[config.mk]
export PLATFORM = sky130hd
export DESIGN_NAME = breakpoint_match_control
export DESIGN_NICKNAME = d
export VERILOG_FILES = /design/src/bp_pkg.sv /design/src/bp_compare.sv /design/src/breakpoint_match_control.sv
export SDC_FILE = /design/constraint.sdc
export NUM_CORES = 1
export LEC_CHECK = 0
export BUFFER_PORTS_ARGS = -buffer_cell sky130_fd_sc_hd__buf_2
export CORE_AREA = 2 2 298 300
export CTS_CLUSTER_SIZE = 8
export DETAILED_ROUTE_END_ITERATION = 8
export DIE_AREA = 0 0 300 302
export MAX_ROUTING_LAYER = met4
export PLACE_DENSITY_LB_ADDON = 0.15
export SETUP_SLACK_MARGIN = 0.1
export SLEW_MARGIN = 15
export SYNTH_ARGS = -nofsm -noshare
export SYNTH_HDL_FRONTEND = slang
export SYNTH_SLANG_ARGS = --single-unit
[constraint.sdc]
create_clock -name MCLK -period 9.65 [get_ports MCLK]
set_clock_uncertainty 0.05 [all_clocks]
set_input_delay 0.965 -clock MCLK [delete_from_list [all_inputs] [get_ports MCLK]]
set_output_delay 0.965 -clock MCLK [all_outputs]
set_load 0.01 [all_outputs]
[src/bp_pkg.sv]
// constants for the per-hart breakpoint trigger block
// assumes a 32-bit core address space and a 2-bit trigger csr select
package bp_pkg;
    localparam int XLEN = 32;
    localparam int NUM_TRIG = 8;
    localparam int IDX_W = 3;

    // csr select codes of the trigger csr group
    localparam logic [1:0] CSR_SELECT = 2'h0;
    localparam logic [1:0] CSR_DATA1 = 2'h1;
    localparam logic [1:0] CSR_DATA2 = 2'h2;
    localparam logic [1:0] CSR_DATA3 = 2'h3;

    // field positions of trigger_data_word1
    localparam int POS_LOAD = 0;
    localparam int POS_STORE = 1;
    localparam int POS_FETCH = 2;
    localparam int POS_USER = 3;
    localparam int POS_SUPER = 4;
    localparam int POS_MACH = 6;
    localparam int POS_MATCH = 7;
    localparam int POS_CHAIN = 11;
    localparam int POS_ACTION = 12;
    localparam int POS_MASKMAX = 21;
    localparam int POS_DMODE = 27;
    localparam int POS_TYPE = 28;

    localparam logic [3:0] TYPE_ADDR_MATCH = 4'h2;
    localparam logic [3:0] TYPE_NONE = 4'h0;
    localparam logic [5:0] MASKMAX_RST = 6'h04;

    localparam logic [5:0] ACTION_EXC = 6'h00;
    localparam logic [5:0] ACTION_DEBUG = 6'h01;

    localparam logic [3:0] MATCH_EXACT = 4'h0;
    localparam logic [3:0] MATCH_NAPOT = 4'h1;
    localparam logic [3:0] MATCH_GE = 4'h2;
    localparam logic [3:0] MATCH_LT = 4'h3;

    localparam logic [1:0] PRIV_U = 2'h0;
    localparam logic [1:0] PRIV_S = 2'h1;
    localparam logic [1:0] PRIV_M = 2'h3;

    localparam logic [1:0] KIND_LOAD = 2'h0;
    localparam logic [1:0] KIND_STORE = 2'h1;
    localparam logic [1:0] KIND_FETCH = 2'h2;

    localparam logic [XLEN-1:0] CTRL_RST = 32'h0000_0000;
    localparam logic [XLEN-1:0] ADDR_RST = 32'h0000_0000;
    localparam logic [IDX_W-1:0] INDEX_RST = 3'h0;
endpackage

[src/bp_compare.sv]
// one trigger's address and qualifier comparison, purely combinational
// assumes fields arrive already legalised by the register logic
`timescale 1ns/1ps
module bp_compare
(
    input wire logic [3:0] match_type,
    input wire logic [2:0] kind_en,
    input wire logic [2:0] priv_en,
    input wire logic [31:0] match_addr,
    input wire logic [31:0] acc_addr,
    input wire logic [1:0] acc_kind,
    input wire logic [1:0] acc_priv,
    output logic hit
);
    logic [31:0] napot_mask;
    logic kind_ok;
    logic priv_ok;
    logic addr_ok;

    // trailing ones plus the terminating zero form the don't-care bits
    assign napot_mask = match_addr ^ (match_addr + 32'h0000_0001);

    always_comb
    begin
        case (acc_kind)
            bp_pkg::KIND_LOAD: kind_ok = kind_en[0];
            bp_pkg::KIND_STORE: kind_ok = kind_en[1];
            bp_pkg::KIND_FETCH: kind_ok = kind_en[2];
            default: kind_ok = 1'b0;
        endcase
        case (acc_priv)
            bp_pkg::PRIV_U: priv_ok = priv_en[0];
            bp_pkg::PRIV_S: priv_ok = priv_en[1];
            bp_pkg::PRIV_M: priv_ok = priv_en[2];
            default: priv_ok = 1'b0;
        endcase
        case (match_type)
            bp_pkg::MATCH_EXACT: addr_ok = (acc_addr == match_addr);
            bp_pkg::MATCH_NAPOT:
                addr_ok = ((acc_addr & ~napot_mask) ==
                           (match_addr & ~napot_mask));
            bp_pkg::MATCH_GE: addr_ok = (acc_addr >= match_addr);
            bp_pkg::MATCH_LT: addr_ok = (acc_addr < match_addr);
            default: addr_ok = 1'b0;
        endcase
    end

    assign hit = kind_ok & priv_ok & addr_ok;
endmodule

[src/breakpoint_match_control.sv]
// per-hart breakpoint triggers behind the trigger csr indirection
// assumes csr and access requests come from core logic on MCLK
// Contract
// - type field of word1 reads constant 2; writes to it are ignored.
// - action 0 raises breakpoint exception, 1 enters debug; resets to 0.
// - load, store and fetch enables at bits 0, 1, 2, any combination.
// - machine bit 6, supervisor bit 4, user bit 3 gate matches by mode.
// - match field bits 10:7 picks exact, napot or range compare.
// - napot size comes from trailing ones in the match address.
// - read-only maskmax field bits 26:21 reads 4.
// - largest napot range (31 trailing ones) compares no address bits.
// - chain bit 11 makes next trigger fire only if both match.
// - timing bit 18 and select bit 19 always read zero.
// - machine-mode access to a debug-only trigger is illegal.
// - eight triggers via index; word1, word2 visible, word3 reserved.
// - debug-claimed trigger shows type 0 to machine mode.
// - exception reports cause address; debug entry leaves it alone.
`timescale 1ns/1ps
module breakpoint_match_control
#(
    parameter int NUM_TRIG = bp_pkg::NUM_TRIG
)
(
    input wire logic MCLK,
    input wire logic RST_B,
    input wire logic CSR_VALID,
    input wire logic CSR_WE,
    input wire logic [1:0] CSR_SEL,
    input wire logic [31:0] CSR_WDATA,
    input wire logic DEBUG_MODE,
    output logic [31:0] CSR_RDATA,
    output logic CSR_DONE,
    output logic CSR_ILLEGAL,
    input wire logic ACC_VALID,
    input wire logic [1:0] ACC_KIND,
    input wire logic [1:0] ACC_PRIV,
    input wire logic [31:0] ACC_ADDR,
    output logic BP_EXC,
    output logic BP_DEBUG,
    output logic [31:0] BP_TVAL
);
    localparam int IW = bp_pkg::IDX_W;

    // the index register cannot address more triggers than its width allows
    if (NUM_TRIG < 2 || NUM_TRIG > (1 << IW))
    begin : bad_num_trig
        $error("NUM_TRIG out of range");
    end

    // =========================================================
    // trigger storage
    // =========================================================
    logic [IW-1:0] index_q;
    logic [2:0] kind_en_q [NUM_TRIG];
    logic [2:0] priv_en_q [NUM_TRIG];
    logic [3:0] match_q [NUM_TRIG];
    logic chain_q [NUM_TRIG];
    logic [5:0] action_q [NUM_TRIG];
    logic dmode_q [NUM_TRIG];
    logic [31:0] addr_q [NUM_TRIG];
    logic [NUM_TRIG-1:0] hit;
    logic [NUM_TRIG-1:0] fire;

    logic locked;
    logic wr_ok;
    logic [3:0] wr_match;
    logic [5:0] wr_action;

    // a debug-only trigger is out of reach of machine-mode code
    assign locked = dmode_q[index_q] & ~DEBUG_MODE;
    assign wr_ok = CSR_VALID & CSR_WE & ~locked;
    // unsupported match and action codes fall back to the safe default
    assign wr_match = (CSR_WDATA[bp_pkg::POS_MATCH +: 4] > bp_pkg::MATCH_LT)
        ? bp_pkg::MATCH_EXACT : CSR_WDATA[bp_pkg::POS_MATCH +: 4];
    assign wr_action =
        (CSR_WDATA[bp_pkg::POS_ACTION +: 6] > bp_pkg::ACTION_DEBUG)
        ? bp_pkg::ACTION_EXC : CSR_WDATA[bp_pkg::POS_ACTION +: 6];

    // =========================================================
    // index register
    // =========================================================
    always_ff @(posedge MCLK or negedge RST_B)
    begin
        if (!RST_B)
            index_q <= bp_pkg::INDEX_RST;
        else if (CSR_VALID && CSR_WE && CSR_SEL == bp_pkg::CSR_SELECT &&
                 CSR_WDATA < 32'(NUM_TRIG))
            index_q <= CSR_WDATA[IW-1:0];
    end

    // =========================================================
    // per-trigger registers and comparators
    // =========================================================
    genvar g;
    generate
        for (g = 0; g < NUM_TRIG; g++)
        begin : trig
            logic sel;
            assign sel = (index_q == IW'(g));

            always_ff @(posedge MCLK or negedge RST_B)
            begin
                if (!RST_B)
                begin
                    kind_en_q[g] <= 3'h0;
                    priv_en_q[g] <= 3'h0;
                    match_q[g] <= bp_pkg::MATCH_EXACT;
                    chain_q[g] <= 1'b0;
                    action_q[g] <= bp_pkg::ACTION_EXC;
                    dmode_q[g] <= 1'b0;
                end
                else if (wr_ok && sel && CSR_SEL == bp_pkg::CSR_DATA1)
                begin
                    // bits 5, 18, 19, 20 and the type are not stored
                    kind_en_q[g] <= CSR_WDATA[2:0];
                    priv_en_q[g] <= {CSR_WDATA[bp_pkg::POS_MACH],
                                     CSR_WDATA[bp_pkg::POS_SUPER],
                                     CSR_WDATA[bp_pkg::POS_USER]};
                    match_q[g] <= wr_match;
                    chain_q[g] <= CSR_WDATA[bp_pkg::POS_CHAIN];
                    action_q[g] <= wr_action;
                    // only debug-mode code may claim a trigger
                    dmode_q[g] <= CSR_WDATA[bp_pkg::POS_DMODE] & DEBUG_MODE;
                end
            end

            always_ff @(posedge MCLK or negedge RST_B)
            begin
                if (!RST_B)
                    addr_q[g] <= bp_pkg::ADDR_RST;
                else if (wr_ok && sel && CSR_SEL == bp_pkg::CSR_DATA2)
                    addr_q[g] <= CSR_WDATA;
            end

            bp_compare u_cmp
            (
                .match_type(match_q[g]),
                .kind_en(kind_en_q[g]),
                .priv_en(priv_en_q[g]),
                .match_addr(addr_q[g]),
                .acc_addr(ACC_ADDR),
                .acc_kind(ACC_KIND),
                .acc_priv(ACC_PRIV),
                .hit(hit[g])
            );

            // a chaining trigger never fires alone; its partner needs both
            if (g == 0)
            begin : first
                assign fire[g] = hit[g] & ~chain_q[g];
            end
            else
            begin : rest
                assign fire[g] = hit[g] & ~chain_q[g] &
                    (~chain_q[g-1] | hit[g-1]);
            end
        end
    endgenerate

    // =========================================================
    // csr read path, answered one cycle after the request
    // =========================================================
    logic [31:0] word1;
    logic [31:0] rdata_d;

    always_comb
    begin
        word1 = 32'h0000_0000;
        word1[bp_pkg::POS_TYPE +: 4] = bp_pkg::TYPE_ADDR_MATCH;
        word1[bp_pkg::POS_DMODE] = dmode_q[index_q];
        word1[bp_pkg::POS_MASKMAX +: 6] = bp_pkg::MASKMAX_RST;
        word1[bp_pkg::POS_ACTION +: 6] = action_q[index_q];
        word1[bp_pkg::POS_CHAIN] = chain_q[index_q];
        word1[bp_pkg::POS_MATCH +: 4] = match_q[index_q];
        word1[bp_pkg::POS_MACH] = priv_en_q[index_q][2];
        word1[bp_pkg::POS_SUPER] = priv_en_q[index_q][1];
        word1[bp_pkg::POS_USER] = priv_en_q[index_q][0];
        word1[2:0] = kind_en_q[index_q];
        // bits 5, 18, 19, 20 stay zero above
        rdata_d = 32'h0000_0000;
        if (locked)
            rdata_d = 32'h0000_0000;
        else
        begin
            case (CSR_SEL)
                bp_pkg::CSR_SELECT: rdata_d = 32'(index_q);
                bp_pkg::CSR_DATA1: rdata_d = word1;
                bp_pkg::CSR_DATA2: rdata_d = addr_q[index_q];
                default: rdata_d = 32'h0000_0000;
            endcase
        end
    end

    always_ff @(posedge MCLK or negedge RST_B)
    begin
        if (!RST_B)
        begin
            CSR_RDATA <= 32'h0000_0000;
            CSR_DONE <= 1'b0;
            CSR_ILLEGAL <= 1'b0;
        end
        else
        begin
            CSR_DONE <= CSR_VALID;
            CSR_ILLEGAL <= CSR_VALID & locked &
                (CSR_SEL != bp_pkg::CSR_SELECT);
            if (CSR_VALID && !CSR_WE)
                CSR_RDATA <= (CSR_SEL == bp_pkg::CSR_SELECT)
                    ? 32'(index_q) : rdata_d;
        end
    end

    // =========================================================
    // trap generation, one cycle after the access is presented
    // =========================================================
    logic want_exc;
    logic want_dbg;

    always_comb
    begin
        want_exc = 1'b0;
        want_dbg = 1'b0;
        for (int i = 0; i < NUM_TRIG; i++)
        begin
            if (fire[i] && action_q[i] == bp_pkg::ACTION_DEBUG)
                want_dbg = 1'b1;
            if (fire[i] && action_q[i] == bp_pkg::ACTION_EXC)
                want_exc = 1'b1;
        end
    end

    always_ff @(posedge MCLK or negedge RST_B)
    begin
        if (!RST_B)
        begin
            BP_EXC <= 1'b0;
            BP_DEBUG <= 1'b0;
        end
        else
        begin
            // triggers are muted while the hart already sits in debug mode
            BP_DEBUG <= ACC_VALID & ~DEBUG_MODE & want_dbg;
            BP_EXC <= ACC_VALID & ~DEBUG_MODE & ~want_dbg & want_exc;
        end
    end

    always_ff @(posedge MCLK or negedge RST_B)
    begin
        if (!RST_B)
            BP_TVAL <= 32'h0000_0000;
        else if (ACC_VALID && !DEBUG_MODE && !want_dbg && want_exc)
            BP_TVAL <= ACC_ADDR;
    end
endmodule

### Word-level counts from Yosys, hierarchy flattened

Cells that the tools add are included.

* register bits: 471
* input bits: 76
* word-level logic and storage cells: 381

* add/sub/neg operators: 8
* $lt $le $gt $ge: 20
* equal/unequal tests: 61
* multiplexer cells: 66
* bitwise operators: 92
* reductions and logical operators: 71

Operators with widths (count)
* 32-bit AND: 16
* 32-bit == test: 16
* 32-bit by 1-bit adder with 32-bit output, second input constant: 8
* 32-bit >= comparator: 8
* 32-bit less-than comparator: 8
* 32-bit inverter: 8
* 32-bit XOR: 8
* 32-bit 2-to-1 mux: 4
* 32-bit binary-select mux with 3-bit select: 1
* 4-bit by 2-bit == test with 1-bit output, second input constant: 16
* 32-bit case mux with 2 select lines: 1
* 6-bit by 1-bit == test with 1-bit output, second input constant: 8
* 6-bit logical NOT: 8
* 1-bit case mux with 3 select lines: 16
* 1-bit logical AND: 47
* 1-bit AND: 41
* 4-bit by 1-bit == test with 1-bit output, second input constant: 8
* 4-bit logical NOT: 8
* 32-bit by 4-bit less-than comparator with 1-bit output, second input constant: 1
* 1-bit case mux with 4 select lines: 8
* 1-bit 2-to-1 mux: 20
* 3-bit binary-select mux with 3-bit select: 2
* 6-bit binary-select mux with 3-bit select: 1
* 6-bit 2-to-1 mux: 3
* other kinds (19): 53

### Depth between registers and ports, before layout

* depth after elaboration: 20
* depth in mapped cells: 26
* gate-level depth less buffers: 25

### Cells and area by module

From an unflattened synthesis, not the netlist that was laid out.

* cells, all modules: 3972
* area total of the unflattened synthesis: 38884.8 um^2

By module, submodules not included
* breakpoint_match_control: times used 1, cells each 1500, area each 20707.4 um^2, seq. area each 11786.3 um^2
* bp_compare: times used 8, cells each 309, area each 2272.2 um^2, seq. area each 0.0 um^2

### Least setup slack after synthesis

No wires, ideal clock.

* path kind: register to register
* start point: reg addr_q[98] in the netlist's numbering
* end point: reg BP_TVAL[10]
* data arrival time: 5.596 ns
* required time: 9.475 ns
* slack: 3.879 ns
* cell stages (with the launch flop): 25
* cells stage by stage: dfrtp_1 -> and4_1 -> nand4_1 -> nor4_1 -> nand4_1 -> nor2_1 -> and4_1 -> nand3_1 -> nor2_1 -> nand3_1 -> nor4_1 -> inv_1 -> ha_1 -> xor2_1 -> nand2_1 -> xnor2_1 -> nor4_1 -> nand4_1 -> o21ai_0 -> o2111ai_2 -> a2111oi_0 -> a2111oi_1 -> a2111oi_4 -> buf_6 -> mux2_4

* word-level cells in the longest chain between the ends: 17
* elaborated cells between the ends (all ways): 30
* classes of those cells: add/sub (1); order compare (2); eq/ne (2); mux (9); bitwise (9); reduce/logical (7)

RTL lines
* start: declaration: RTL line breakpoint_match_control.sv:60 `logic [31:0] addr_q [NUM_TRIG];`
* start signal: indexed assignment: RTL line breakpoint_match_control.sv:130 `addr_q[g] <= bp_pkg::ADDR_RST;`
* 32-bit by 1-bit adder with 32-bit output: RTL line bp_compare.sv:21 `assign napot_mask = match_addr ^ (match_addr + 32'h0000_0001);`
* 32-bit XOR: RTL line bp_compare.sv:21
* 32-bit inverter: RTL line bp_compare.sv:40, bp_compare.sv:41
* 32-bit AND (on tied branches): RTL line bp_compare.sv:40, bp_compare.sv:41
* 32-bit == test: RTL line bp_compare.sv:40 `addr_ok = ((acc_addr & ~napot_mask) ==`
* 1-bit case mux with 4 select lines (*): RTL line bp_compare.sv:37 `case (match_type)`
* 1-bit AND (*): RTL line bp_compare.sv:48 `assign hit = kind_ok & priv_ok & addr_ok;`
* 1-bit AND (2 in a row): RTL line breakpoint_match_control.sv:154 `assign fire[g] = hit[g] & ~chain_q[g] &`
* 1-bit logical AND: RTL line breakpoint_match_control.sv:225 `if (fire[i] && action_q[i] == bp_pkg::ACTION_DEBUG)`
* 1-bit 2-to-1 mux (4 in a row): RTL line breakpoint_match_control.sv:225
* 1-bit logical NOT: RTL line breakpoint_match_control.sv:251 `else if (ACC_VALID && !DEBUG_MODE && !want_dbg && want_exc)`
* 1-bit logical AND: RTL line breakpoint_match_control.sv:251
* 1-bit logical AND (*): RTL line breakpoint_match_control.sv:251
* end signal: assignment: RTL line breakpoint_match_control.sv:250 `BP_TVAL <= 32'h0000_0000;`
* end signal: assignment: RTL line breakpoint_match_control.sv:252 `BP_TVAL <= ACC_ADDR;`
* end: declaration: RTL line breakpoint_match_control.sv:40 `output logic [31:0] BP_TVAL`

Every way passes the cells marked *; elsewhere a longest branch is shown, timed or not.
A chain may end at the register's enable or synchronous reset.

### Worst setup path after layout

* start point: reg addr_q[98] in the netlist's numbering
* end point: reg BP_TVAL[31]

Same word-level chain as after synthesis.

==> results.cfg <==
[outcome]
status = finished clean

[timing]
final-max-slew-violation-count = 0
relSlewSlack_pct = 25.82
max_freq_mhz = 128.7
tns_ns = 0
worst_hold_slack_ns = 0.2362
finalHoldViolations = 0
finalSetupViolations = 0
fin_ws_ns = 1.880
timing.final.crit_period_ns = 7.770
fin_crit_sh_pct = 80.52
rsz0062_at_grt = false
tightest_slew_ns = 1.103

[clocking]
cts_buffers = 70
cts_num_sinks = 471
clk_path_buf_depth = 3
clk_pin_slew_ns = 0.06
ctsHoldBuffers = 0
cts_setup_buffers = 0
clkLatencyLatePin_ns = 0.65
cts_resized = 0
htree_levels = 3
root_buffer = clkbuf_16
cts_tree = built

[placed_design]
placed_area_um2 = 40850
pre_cts_slack_ns = 1.959
dp_hpwl_um = 114400
gp_congestion = 1.016
place.port_buffers = 143
dp_cells = 5265

[pwr]
ir_drop_mv = 0.1073
power_leakage_uw = 0.01930
p_per_area_nw_per_um2 = 125.2
power.internal_uw = 3713
seqPwrFrac_pct = 40.0
clkPwrFrac_pct = 43.9
swShare_pct = 30.78
switching_power_uw = 1651
comb_power_share_pct = 16.1

[drt]
firstDrtPassIters = 6
via_per_inst = 6.035
drt_wl_total_um = 149100
vias = 32350
final_antenna_net_count = 0
drt-initial-drc-count = 3218
drc = 0
wl_per_cell_um = 27.81

[yosys]
netlist_area_um2 = 39120
ys_ff_latch = 471
syn_nets = 4667
seq_area_frac_synth_pct = 30.13
yosysTopAreaCellShare_pct = 30.13
synthTopCellsByArea = dfrtp_1, ha_1, mux2_2, mux4_2, xnor2_1
post_synth.cell_area_avg_um2 = 9.589
netlist_instances = 4080
yosys.cell_types.count = 78
synth_edf_count = 0
synth_top_area_cell = dfrtp_1
synthArstFlopShare_pct = 100.0
yosys_warnings = 0
synth_ff_type = dfrtp_1

[floorplan]
start_util_pct = 44.68
row_count = 109
die_area_um2 = 90600
core_area_um2 = 87560
die-width_um = 300
chipHeight_um = 302
io_pins = 144

[final_layout]
drive_gt1_share_pct = 16.03
stdcell_area_um2 = 42850
layout.cells.non_filler = 5360
finalNetCount = 4759
area_growth_pct = 9.534

[global_routing]
grt.total_usage_pct = 33.82
grt_pass1_vias = 30790
grt_max_degree = 149
gr-total-overflow = 0
antenna_found_initial = 11
grt_pass1_wl_um = 214400

[worst_setup_path]
crit_required_ns = 10.13
critPathArrivalTime_ns = 8.25
r2r-end = BP_TVAL[31]
critPathLaunchType = flip-flop
end_kind = flip-flop
reg2reg_depth = 24
path_max_fanout = 32
r2r_setup_slack_ns = 1.88
crit_type = reg -> reg
r2r-start = addr_q[98]

[run]
cap_violations = 0

[hold_path]
hold_path_class = in -> async
final cells by class:
type                    instances  area, µm²
fillers                      8298      44710
clock buffers                  83       1821
inverters                     355       1333
repair buffers                186       1061
well taps                    1165       1458
clock inverters                 8      168.9
multi-input cells            3088      25210
flip-flops and latches        471      11800
diodes                          4      10.01
logic make-up after synthesis:
group,after synthesis,synth area share [%]
adders and majority gates,511,16.34
DFF,471,30.13
xor gates and xnor gates,431,9.649
AOI/OAI and AO/OA,512,7.983
muxes,417,15.07
buffers and inverters,521,5.479
and+or+nand+nor,1217,15.35
critical path: stages (launching register included):
cell,delay (ns)
dfrtp_1,0.48
and4_1,0.31
nand4_1,0.17
nor4_1,0.59
nand4_1,0.22
nor2_1,0.23
and4_1,0.29
nand3_1,0.12
nor2_1,0.19
nand3_1,0.20
nor4_1,0.60
inv_1,0.10
ha_1,0.31
xor2_1,0.15
nand2_1,0.09
xnor2_1,0.15
nor4_1,0.29
nand4_1,0.15
o21ai_0,0.64
o2111ai_2,0.25
a2111oi_0,0.54
a2111oi_1,0.16
a2111oi_4,0.38
buf_4,0.54
mux2_2,0.40
registers in the layout (all words and copies together) (netlist names), 3 cells and up:
signal / cells
BP_TVAL: 32
CSR_RDATA: 32
action_q: 48
addr_q: 256
chain_q: 8
dmode_q: 8
index_q: 3
kind_en_q: 24
match_q: 32
priv_en_q: 24
synthesized netlist by cell type, types with 10 or more instances:
library cell / n
a21o_1: 25
a21oi_1: 153
a221oi_1: 22
a22o_1: 10
a22oi_1: 17
and2_1: 62
and3_1: 53
buf_1: 39
clkbuf_1: 98
dfrtp_1: 471
ha_1: 511
inv_1: 355
mux2_2: 253
mux2_4: 30
mux2i_1: 34
mux4_2: 99
nand2_1: 503
nand2b_1: 11
nand3_1: 132
nand4_1: 103
nand4b_1: 14
nor2_1: 84
nor2b_1: 20
nor3_1: 69
nor4_1: 90
o211ai_1: 15
o21ai_0: 193
or3_1: 45
xnor2_1: 223
xor2_1: 208
metrics by stage:
step / util [%] / power, µW
3_5_place_dp: 46.66 / 3030
6_report: 48.94 / 5364
3_3_place_gp: 46.66 / 3018
4_1_cts: 48.93 / 5382
2_1_floorplan: - / 2628
5_1_grt: 48.94 / 5546
per-layer routing:
layer  part of all wire [%]  GRT usage [%]  vias to the layer above  routed length (µm)
li1                       -              -                    14680                   -
met1                     44          46.64                    16140               65170
met2                     44          50.20                     1312               65400
met3                    8.6          5.595                      218               12880
met4                    3.8          11.82                        0                5604
met5                      0              -                        -                   0
cells in the final DEF (no fill, tap or decap), drive strengths merged, types with 17 or more instances in the layout:
master / instances
a22oi: 17
a21o: 25
nor4: 90
nand2: 503
buf: 186
ha: 511
and2: 63
nand3: 132
inv: 358
mux4: 100
and3: 53
mux2i: 34
a21oi: 153
dfrtp: 471
or3: 45
xnor2: 223
o21ai: 195
clkbuf: 83
nor2: 84
nand4: 103
nor2b: 20
nor3: 69
mux2: 283
a221oi: 22
xor2: 208
worst max path at each step:
| stage | start | cells after the start | to |
|---|---|---|---|
| after CTS | addr_q[98] | 24 | BP_TVAL[31] |
| after global routing | addr_q[98] | 24 | BP_TVAL[31] |
| after detailed placement | addr_q[98] | 24 | BP_TVAL[31] |
| final | addr_q[98] | 24 | BP_TVAL[31] |
| after global placement | addr_q[96] | 24 | BP_TVAL[31] |
| after floorplan | addr_q[98] | 24 | BP_TVAL[10] |
power groups by stage:
stage                     clock network, µW  logic [µW]  registers [µW]
final                                  2350         865            2150
after global routing                   2460         936            2150
after CTS                              2380         862            2140
after detailed placement                  0         859            2170
after global placement                    0         850            2170
after floorplan                           0         510            2120
(Power assumes the default switching activity.)
